## src/common/iipac_consts.vh

```
// constants for the isa interrupt pass and access control block
`ifndef IIPAC_CONSTS_VH
`define IIPAC_CONSTS_VH

// register selects (no offsets printed; local byte selects)
`define IIPAC_SEL_FWD_LOW 1'b0
`define IIPAC_SEL_FWD_HIGH 1'b1

// reset values
`define IIPAC_FWD_LOW_RST 8'h00
`define IIPAC_FWD_HIGH_RST 3'h0
`define IIPAC_MODE_RST 1'b0
`define IIPAC_SEEN_RST 1'b0
`define IIPAC_RDATA_RST 8'h00

// field positions in the second register
`define IIPAC_BIT_SEEN 7
`define IIPAC_BIT_MODE 4
`define IIPAC_FWD_HIGH_MSB 2

// irq line count of the 11-line forwarding vector
`define IIPAC_NUM_LINES 11

`endif

```

## src/iipac_ctrl.v

```verilog
// isa interrupt forwarding, wide card mode and access status registers
`timescale 1ns/1ps
`include "iipac_consts.vh"

module iipac_ctrl (
  // clock and reset
  input wire ref_clk,
  input wire arst_n,
  // register port from the lpc decoder (same clock)
  input wire reg_sel,
  input wire reg_wr,
  input wire reg_rd,
  input wire [7:0] reg_wdata,
  output reg [7:0] reg_rdata,
  // lpc decode event (same clock)
  input wire bus_cycle_decoded,
  // isa interrupt pins: 15,14,12,11,10,9,7,6,5,4,3 as bits 10..0
  input wire [10:0] isa_irq_in,
  // serial irq global enable, accepted but never used for gating
  input wire serial_irq_global_enable,
  // outputs
  output reg [10:0] serirq_fwd,
  output reg wide_card_access_mode
);

  // ==========================================================
  // registers
  reg [7:0] isa_irq_forward_low_reg;
  reg [2:0] fwd_high_reg;
  reg bus_access_seen_reg;
  reg bus_access_seen_next;
  reg [10:0] sync1_reg;
  reg [10:0] sync2_reg;
  wire [10:0] fwd_en;
  wire rd_high;
  wire unused_gen;

  assign fwd_en = {fwd_high_reg, isa_irq_forward_low_reg};
  assign rd_high = reg_rd && (reg_sel == `IIPAC_SEL_FWD_HIGH);
  // global enable left unconnected so software can prepare handlers first
  assign unused_gen = serial_irq_global_enable;

  // ==========================================================
  // control writes
  always @(posedge ref_clk or negedge arst_n) begin
    if (!arst_n) begin
      isa_irq_forward_low_reg <= `IIPAC_FWD_LOW_RST;
      fwd_high_reg <= `IIPAC_FWD_HIGH_RST;
      wide_card_access_mode <= `IIPAC_MODE_RST;
    end else if (reg_wr) begin
      if (reg_sel == `IIPAC_SEL_FWD_LOW) begin
        isa_irq_forward_low_reg <= reg_wdata;
      end else begin
        // seen and reserved bits dropped
        fwd_high_reg <= reg_wdata[`IIPAC_FWD_HIGH_MSB:0];
        wide_card_access_mode <= reg_wdata[`IIPAC_BIT_MODE];
      end
    end
  end

  // ==========================================================
  // access seen: set beats the read clear
  always @* begin
    bus_access_seen_next = bus_access_seen_reg;
    if (rd_high) begin
      bus_access_seen_next = 1'b0;
    end
    if (bus_cycle_decoded) begin
      bus_access_seen_next = 1'b1;
    end
  end

  always @(posedge ref_clk or negedge arst_n) begin
    if (!arst_n) begin
      bus_access_seen_reg <= `IIPAC_SEEN_RST;
    end else begin
      bus_access_seen_reg <= bus_access_seen_next;
    end
  end

  // ==========================================================
  // read data, registered; old seen value returned
  always @(posedge ref_clk or negedge arst_n) begin
    if (!arst_n) begin
      reg_rdata <= `IIPAC_RDATA_RST;
    end else if (reg_rd) begin
      if (reg_sel == `IIPAC_SEL_FWD_LOW) begin
        reg_rdata <= isa_irq_forward_low_reg;
      end else begin
        reg_rdata <= {bus_access_seen_reg, 2'h0, wide_card_access_mode,
                      1'h0, fwd_high_reg};
      end
    end
  end

  // ==========================================================
  // interrupt pass-through; pins are asynchronous, two flops then gate
  genvar i;
  generate
    for (i = 0; i < `IIPAC_NUM_LINES; i = i + 1) begin : g_line
      always @(posedge ref_clk or negedge arst_n) begin
        if (!arst_n) begin
          sync1_reg[i] <= 1'b0;
          sync2_reg[i] <= 1'b0;
          serirq_fwd[i] <= 1'b0;
        end else begin
          sync1_reg[i] <= isa_irq_in[i];
          sync2_reg[i] <= sync1_reg[i];
          // active high, no further filtering
          serirq_fwd[i] <= sync2_reg[i] & fwd_en[i];
        end
      end
    end
  endgenerate

endmodule

```

## config.mk

```make
export PLATFORM = sky130hd
export DESIGN_NAME = iipac_ctrl
export DESIGN_NICKNAME = d
export VERILOG_FILES = /design/src/iipac_ctrl.v
export VERILOG_INCLUDE_DIRS = /design/src /design/src/common
export SDC_FILE = /design/constraint.sdc
export NUM_CORES = 1
export LEC_CHECK = 0
export BUFFER_PORTS_ARGS = -buffer_cell sky130_fd_sc_hd__clkbuf_2
export CORE_ASPECT_RATIO = 0.6
export CORE_MARGIN = 2
export CORE_UTILIZATION = 44
export DETAILED_ROUTE_END_ITERATION = 7
export PLACE_DENSITY = 0.71
export SETUP_SLACK_MARGIN = 0.3
export SLEW_MARGIN = 20
export SYNTH_ARGS = -nofsm -noshare
export SYNTH_HDL_FRONTEND = slang
export SYNTH_SLANG_ARGS = --single-unit
```

## constraint.sdc

```tcl
create_clock -name ref_clk -period 0.9 [get_ports ref_clk]
set_clock_uncertainty 0.2 [all_clocks]
set_input_delay 0.09 -clock ref_clk [delete_from_list [all_inputs] [get_ports ref_clk]]
set_output_delay 0.09 -clock ref_clk [all_outputs]
set_load 0.005 [all_outputs]
```

==> results of run 1 <==
==> worst paths after layout <==
check | from | slack [ns] | cells after the start | to
hold reg to reg | sync1_reg[2] | 0.16 | 0 | sync2_reg[2]
setup / recovery | wide_card_access_mode | -0.33 | 2 | wide_card_access_mode
hold / removal | arst_n | -0.43 | 2 | sync2_reg[1]
max in group asynchronous | arst_n | 0.70 | 2 | sync2_reg[8]
min in group ref_clk | isa_irq_in[7] | -0.32 | 1 | sync1_reg[7]
setup reg to reg | wide_card_access_mode | -0.31 | 3 | wide_card_access_mode
==> Yosys cell counts (all sizes together) <==
| cell | count | area [um2] |
|---|---|---|
| mux2i | 5 | 50.1 |
| buf | 4 | 32.5 |
| dfrtp | 54 | 1350 |
| inv | 3 | 11.3 |
| o21ai | 3 | 15.0 |
| a21oi | 5 | 25.0 |
| nand2 | 2 | 15.0 |
| nor2b | 1 | 13.8 |
| mux2 | 12 | 150 |
| nor2 | 5 | 18.8 |
| and2 | 11 | 68.8 |
| nand3b | 3 | 22.5 |
| a21o | 1 | 7.51 |
==> repair_timing <==
item,4_1_cts,5_1_grt
buffers inserted,4,1
pin swaps,1,4
setup endpoints to repair,63,63
gates resized for setup,4,9
hold endpoints to repair,86,81
==> where the power goes <==
| part | total [mW] | internal, mW | switching [mW] |
|---|---|---|---|
| Sequential | 2.78 | 2.66 | 0.123 |
| Clock | 1.56 | 0.819 | 0.746 |
| Combinational | 0.662 | 0.412 | 0.250 |
==> layout make-up <==
class                      count  share of cell area
inverter                       3             0.00479
clock inverter                 3              0.0170
sequential                    54               0.575
tap                           47              0.0250
multi-input combinational     48               0.185
clock buffer                   5              0.0293
timing repair buffer          58               0.164
==> cell usage in the layout, fill, tap and decap left out <==
cell,n
clkbuf_2,43
mux2i_1,5
nand2_1,1
clkinv_2,2
nor2b_4,1
clkbuf_8,5
a21o_1,1
nand3b_1,3
buf_6,5
buf_4,7
inv_1,1
nand2_4,1
and2_1,7
dfrtp_1,54
buf_12,3
mux2_4,12
bufinv_16,1
o21ai_1,1
and2_4,4
nor2_1,5
inv_2,2
o21ai_2,2
a21oi_1,5
==> kinds of logic (layout without fill, tap and decap cells) <==
family          count (synthesis)  count (layout)  synth area share
flops                          54              54             0.758
buf+inv                         7              69            0.0246
simple gates                   22              22            0.0779
mux                            17              17             0.112
compound gates                  9               9            0.0267
==> per-layer routing <==
layer  wire length (um)  share of wire
met3                169          0.056
met2               1390           0.46
met4                 31          0.010
met5                  0              0
met1               1430           0.47
==> per-stage QoR <==
stage / power, mW / util / hold slack [ns]
2_1_floorplan: 3.08 / - / -0.406
3_3_place_gp: 3.37 / 0.575 / -0.0975
3_5_place_dp: 3.40 / 0.575 / -0.0946
4_1_cts: 5.02 / 0.614 / -0.426
5_1_grt: 5.24 / 0.624 / -0.410
6_report: 5.01 / 0.624 / -0.428
==> flow_metrics.tcl, run 1 <==
set metrics [dict create \
    status "finished with violations" \
    failed_checks "negative hold slack, negative setup slack" \
    power_density_mw_per_mm2 2130 \
    cts-htree-levels 2 \
    syn_inst 109 \
    worstSetupPathType "register to output pin" \
    synth.ff_latch_count 54 \
    critPathSlowestCell "dfrtp_1" \
    busiest_layer "met2" \
    finalSetupTns_ns -5.31 \
    synth_warnings 0 \
    gp_congestion 0.702 \
    grt_util_met1 0.197 \
    drt-initial-drc-count 63 \
    fillCellCount 302 \
    worst_setup_path_end_kind "output pin" \
    fin_nets 196 \
    clkLatencyLatePin_ns 0.30 \
    grt_pass1_vias 1037 \
    max_stage_delay_ns 0.41 \
    syn2layout_area_growth_pct 31.8 \
    wire_per_inst_um 13.8 \
    die_y_um 53.3 \
    final_cell_count_no_fill 218 \
    regArea_mm2 0.00135 \
    critical_path.most_common_cell "buf_6" \
    dpl.hpwl_um 2090 \
    vias_per_cell 4.57 \
    dp_cells 205 \
    vdd_ir_drop_max_mv 0.945 \
    placed_area_mm2 0.00216 \
    critical_path_buf_inv_count 2 \
    cts_tree "yes" \
    fin_crit_ns 1.23 \
    pre_cts_ws_ns -0.242 \
    avgSynthCellArea_um2 16.3 \
    clk_pin_slew_ns 0.09 \
    cts_buffers 5 \
    setup_viol 38 \
    clk_path_buf_depth 2 \
    max_cap_viol_count 0 \
    grt_pass1_wl_um 4950 \
    worstPathCellList "buf_6, buf_6" \
    critPathTopFamily "flip-flops" \
    design.die.area_mm2 0.00459 \
    clockRootBuffer "clkbuf_8" \
    cp.required_ns 0.61 \
    grt_util_all_layers 0.151 \
    ant_nets 0 \
    final_hold_viol_count 86 \
    crit_arrival_ns 0.94 \
    die_w_um 86.2 \
    vias 997 \
    design_area_mm2 0.00235 \
    min_period_over_period 1.36 \
    multi_input_area_um2 434 \
    worst_pin_slew_ns 0.274 \
    n_antenna_cell 0 \
    drt-total-wl_um 3020 \
    fin_ws_ns -0.327 \
    critPathLaunchType "register" \
    coreArea_mm2 0.00376 \
    start_util 0.473 \
    portBuffers 44 \
    ys_seq_area_frac 0.758 \
    critPathMaxFanout 2 \
    cts.sinks 54 \
    grt_max_degree 55 \
    synth_cell_types 16 \
    use_met3 0.0515 \
    max_freq_ghz 0.815 \
    core.rowCount 17 \
    drtPass1Iterations 3 \
    rsz0062_at_grt "true" \
    hold_class "primary input to async pin" \
    drive_above_1_share 0.515 \
    slew_violations 0 \
    syn_nets 135 \
    met2_usage 0.236 \
    grt-ovfl-total 0 \
    io_pins 46 \
    grt_antenna_before_repair 0 \
    synth.cell_area_mm2 0.00178 \
    hold_ws_ns -0.428 \
    max_slew_margin 0.817 \
    p_leak_nw 1.19 \
    drc 0 \
]
No activity file was read; power rests on OpenSTA's default activity.
==> run 2, diff against run 1 <==
ABC_AREA = 1   (was default)
HOLD_SLACK_MARGIN = 0.08   (was default)
==> run 2 against run 1 <==
The flow still finishes with violations (negative hold slack, negative setup slack). Fmax rose by 12%. Count of clock-buffer cells in the layout grew 1. Die area increased by 0.21%. Flip-flop and latch count did not move. Register-to-register slack improved by 0.19 ns. Via count grew 23%. First-iteration DRC count grew 14%. Core utilization is 0.52 points lower. Sequential power fell by 1%. Worst hold slack worse by 0.0056 ns. Combinational power fell by 17%. Critical path type unchanged. Largest power group unchanged.
==> flow_metrics.tcl, run 2 <==
set metrics [dict create \
    core.rowCount 17 \
    synth-edff-count 0 \
    cts-htree-levels 2 \
    syn2layout_area_growth_pct 31.2 \
    max_stage_delay_ns 0.40 \
    setup_viol 27 \
    grt_max_degree 55 \
    cp.depth 1 \
    synth_cell_types 9 \
    power_density_mw_per_mm2 2060 \
    final_cell_mix "dfrtp_1, nand2_1, clkbuf_2, nand3_1" \
    yosysMostFrequentCell "dfrtp_1" \
    final_common_cell "dfrtp_1" \
    dpl.hpwl_um 2260 \
    critPathLaunchType "register" \
    pwr-share-clk 0.318 \
    p_seq_frac 0.568 \
    failed_checks "negative hold slack, negative setup slack" \
    crit_arrival_ns 0.81 \
    worstSetupStartpoint "reg_rdata[0]" \
    max_slew_margin 0.821 \
    drive_above_1_share 0.372 \
    synth-main-ff-cell "dfrtp_1" \
    critPathMaxFanout 2 \
    critical_path_buf_inv_count 1 \
    clockRootBuffer "clkbuf_8" \
    grt_util_all_layers 0.150 \
    async_flop_share 1.00 \
    p_leak_nw 1.32 \
    grt-ovfl-total 0 \
    reg2reg_depth 4 \
    grt_pass1_vias 1074 \
    cts_buffers 5 \
    design.die.area_mm2 0.00460 \
    vias 1230 \
    synth_top_area_cell "dfrtp_1" \
    rrSetupSlack_ns -0.12 \
    n_antenna_cell 0 \
    fin_nets 243 \
    gp_congestion 0.803 \
    max_cap_viol_count 0 \
    worst_setup_path_end_kind "output pin" \
    fin_crit_ns 1.10 \
    swShare 0.227 \
    io_pins 46 \
    drtPass1Iterations 4 \
    drt-initial-drc-count 72 \
    slew_violations 0 \
    coreArea_mm2 0.00379 \
    final_hold_viol_count 79 \
    multi_input_area_um2 384 \
    hold_ws_ns -0.434 \
    totalPowerFinal_mw 4.83 \
    comb_power_share 0.114 \
    status "finished with violations" \
    synth.cell_area_mm2 0.00179 \
    grt_antenna_before_repair 0 \
    critPathSlowestCell "dfrtp_1" \
    max_freq_ghz 0.912 \
    worstReg2RegStart "reg_rdata[0]" \
    synth.ff_latch_count 54 \
    wire_per_inst_um 12.0 \
    power.switching_mw 1.10 \
    critPathTopFamily "flip-flops" \
    cts.sinks 54 \
    portBuffers 44 \
    vias_per_cell 4.64 \
    clkLatencyLatePin_ns 0.30 \
    die_y_um 53.3 \
    hold_class "primary input to async pin" \
    fillCellCount 316 \
    vdd_ir_drop_max_mv 1.17 \
    clk_pin_slew_ns 0.09 \
    regArea_mm2 0.00135 \
    ys_seq_area_frac 0.757 \
    grt_pass1_wl_um 4950 \
    endpoint "reg_rdata[0]" \
    drc 0 \
    worst_pin_slew_ns 0.268 \
    rr_endpoint "reg_rdata[0]" \
    ant_nets 0 \
    drt-total-wl_um 3180 \
    synth_warnings 0 \
    cp.required_ns 0.61 \
    min_period_over_period 1.22 \
    clk_path_buf_depth 2 \
    syn_nets 180 \
    worstPathCellList "clkbuf_2" \
    rsz0062_at_grt "true" \
    final_util 0.619 \
    synth.top_cell.area_share 0.757 \
    intPower_mw 3.73 \
    worstSetupPathType "register to output pin" \
    cts_tree "yes" \
    syn_inst 154 \
    yosys-top-cells-area "dfrtp_1, nand2_1, nand3_1, inv_1, buf_6" \
    avgSynthCellArea_um2 11.6 \
    synth_common_cells "dfrtp_1, nand2_1, nand3_1, inv_1" \
    fin_ws_ns -0.196 \
    start_util 0.472 \
    die_w_um 86.2 \
]
run 2: cell count changes in the layout (fill, tap and decap cells not counted), moves of 5 or more:
cell	delta
nand2_1	+46
nand3_1	+23
mux2_4	-12
inv_1	+10
and2_1	-7
nand2_2	+6
a21oi_1	-5
mux2i_1	-5
run 2: worst min-delay path by stage:
stage	from	to	slack, ns
floorplan	arst_n	bus_access_seen_reg	-0.41
global placement	arst_n	sync2_reg[4]	-0.1
detailed placement	arst_n	sync2_reg[4]	-0.1
CTS	arst_n	sync2_reg[4]	-0.43
global route	arst_n	serirq_fwd[4]	-0.42
finish	arst_n	isa_irq_forward_low_reg[4]	-0.43
run 2: per-stage QoR:
stage	area, um2	worst slack (ns)	TNS [ns]	hold slack [ns]	instances
global route	2340	-0.248	-4.86	-0.417	265
finish	2340	-0.196	-3.74	-0.434	265
CTS	2280	-0.210	-3.91	-0.430	261
detailed placement	2130	-0.0691	-0.759	-0.0951	250
floorplan	1790	0.0768	0	-0.406	154
global placement	2130	-0.0531	-0.576	-0.0955	250
run 2: logic make-up after synthesis:
family                 share of synthesized area
DFF                                        0.757
buffers and inverters                     0.0505
and+or+nand+nor                            0.193
run 2: routing by layer:
| layer | part of all wire | up-vias | global-route usage |
|---|---|---|---|
| met5 | 0 | - | 0 |
| met4 | 0.012 | 0 | 0.0625 |
| met3 | 0.054 | 6 | 0.0530 |
| met2 | 0.44 | 38 | 0.214 |
| met1 | 0.50 | 584 | 0.208 |
| li1 | - | 602 | - |
run 2: power by group through the flow:
stage / Sequential (mW) / Combinational, mW / Clock, mW
2_1_floorplan: 2.77 / 0.179 / 0
3_3_place_gp: 2.78 / 0.450 / 0
3_5_place_dp: 2.79 / 0.458 / 0
4_1_cts: 2.74 / 0.494 / 1.59
5_1_grt: 2.76 / 0.621 / 1.73
6_report: 2.74 / 0.551 / 1.54
run 2: area by class of cell:
type	instances	area share
Sequential cell	54	0.577
Multi-Input combinational cell	82	0.164
Clock buffer	6	0.0310
Tap cell	47	0.0251
Timing Repair Buffer	60	0.165
Inverter	14	0.0224
Clock inverter	2	0.0160
run 2: timing repair:
action / in CTS / in global routing
gates resized for setup: 4 / 10
endpoints found under the hold margin: 86 / 86
setup buffers: 3 / 4
pin swaps: 5 / 2
setup endpoints to repair: 63 / 63
==> run 3, diff against run 2 <==
TNS_END_PERCENT = 50   (was default)
==> run 3 against run 2 <==
The run still ends with negative hold slack, negative setup slack left. Count of clock-buffer cells in the layout decreased by 1. Design area about the same. Combinational power grew 5.1%. Sequential share of layout area about the same. Critical path depth did not move.
==> flow_metrics.tcl, run 3 (same netlist as run 2, synthesis figures left out) <==
set metrics [dict create \
    status "finished with violations" \
    failed_checks "negative hold slack, negative setup slack" \
    wire_per_inst_um 12.0 \
    finalSetupTns_ns -3.81 \
    power.switching_mw 1.10 \
    worst_pin_slew_ns 0.277 \
    drt-total-wl_um 3190 \
    ant_nets 0 \
    drive_above_1_share 0.381 \
    die_w_um 86.2 \
    final_cell_mix "dfrtp_1, nand2_1, clkbuf_2, nand3_1, inv_1" \
    critPathTopFamily "flip-flops" \
    multi_input_area_um2 394 \
    drc 0 \
    clk_pin_slew_ns 0.09 \
    vias_per_cell 4.65 \
    portBuffers 44 \
    design_area_mm2 0.00234 \
    grt_pass1_wl_um 5320 \
    syn2layout_area_growth_pct 31.3 \
    grt-ovfl-total 0 \
    fillCellCount 323 \
    io_pins 46 \
    cts_tree "yes" \
    grt_max_degree 55 \
    cp.required_ns 0.61 \
    max_slew_margin 0.815 \
    vias 1233 \
    worstPathCellList "clkbuf_2" \
    worstSetupPathType "register to output pin" \
    cts.sinks 54 \
    intPower_mw 3.45 \
    cts-htree-levels 2 \
    critPathSlowestCell "dfrtp_1" \
    fin_ws_ns -0.212 \
    start_util 0.472 \
    rsz0062_at_grt "true" \
    min_period_over_period 1.24 \
    design.die.area_mm2 0.00460 \
    max_freq_ghz 0.899 \
    final_common_cell "dfrtp_1" \
    slew_violations 0 \
    setup_viol 27 \
    grt_pass1_vias 1173 \
    power_density_mw_per_mm2 1940 \
    placed_area_mm2 0.00212 \
    max_stage_delay_ns 0.40 \
    die_y_um 53.3 \
    final_hold_viol_count 79 \
    p_leak_nw 1.34 \
    drtPass1Iterations 4 \
    coreArea_mm2 0.00379 \
    max_cap_viol_count 0 \
    grt_antenna_before_repair 0 \
    regArea_mm2 0.00135 \
    dpl.hpwl_um 2220 \
    crit_arrival_ns 0.82 \
    pwr-share-clk 0.269 \
    gp_congestion 0.755 \
    core.rowCount 17 \
    worst_setup_path_end_kind "output pin" \
    cts_buffers 5 \
    critical_path_buf_inv_count 1 \
    clockRootBuffer "clkbuf_8" \
    hold_ws_ns -0.437 \
    grt_util_all_layers 0.158 \
    critPathMaxFanout 2 \
    hold_class "primary input to async pin" \
    fin_crit_ns 1.11 \
    clkLatencyLatePin_ns 0.30 \
    clk_path_buf_depth 2 \
    drt-initial-drc-count 71 \
    swShare 0.242 \
    critPathLaunchType "register" \
    p_seq_frac 0.603 \
    n_antenna_cell 0 \
    comb_power_share 0.127 \
    fin_nets 244 \
    vdd_ir_drop_max_mv 0.999 \
]
## run 3: power by group through the flow
stage | Combinational [mW] | Clock [mW] | Sequential [mW]
detailed placement | 0.457 | 0 | 2.79
global route | 0.658 | 1.40 | 2.77
floorplan | 0.179 | 0 | 2.77
CTS | 0.502 | 1.28 | 2.74
finish | 0.579 | 1.23 | 2.75
global placement | 0.446 | 0 | 2.78
## run 3: cell type report
cell class | count | share of cell area
timing repair buffer | 61 | 0.174
clock inverter | 2 | 0.00427
sequential | 54 | 0.577
inverter | 14 | 0.0224
tap | 47 | 0.0251
clock buffer | 5 | 0.0294
multi-input combinational | 82 | 0.168
## run 3: path summary, 6_finish.rpt
kind	start	end	slack (ns)	cells after the start
worst max-delay path	reg_rdata[1]	reg_rdata[1]	-0.21	1
worst max register to register	reg_rdata[5]	reg_rdata[5]	-0.10	4
max in group asynchronous	arst_n	isa_irq_forward_low_reg[0]	0.70	2
worst min register to register	sync1_reg[0]	sync2_reg[0]	0.15	0
worst min-delay path	arst_n	sync1_reg[4]	-0.44	2
min in group ref_clk	isa_irq_in[3]	sync1_reg[3]	-0.31	1
## run 3: routing by layer
layer / GRT usage / share of wire
met5: 0 / 0
met2: 0.226 / 0.44
met1: 0.225 / 0.48
met3: 0.0562 / 0.066
met4: 0.0547 / 0.015
## run 3: timing repair
| item | in CTS | in global routing |
|---|---|---|
| endpoints found under the hold margin | 86 | 86 |
| endpoints found under the setup margin | 63 | 63 |
| pin swaps | 24 | 33 |
| gates resized for setup | 4 | 16 |
| buffers inserted | 4 | 5 |
## run 3: per-stage QoR
stage	util	instances	setup slack (ns)	power, mW
3_5_place_dp	0.561	249	-0.0734	3.25
2_1_floorplan	-	154	0.0768	2.95
3_3_place_gp	0.561	249	-0.0387	3.23
5_1_grt	0.619	265	-0.244	4.83
4_1_cts	0.594	260	-0.220	4.53
6_report	0.619	265	-0.212	4.55
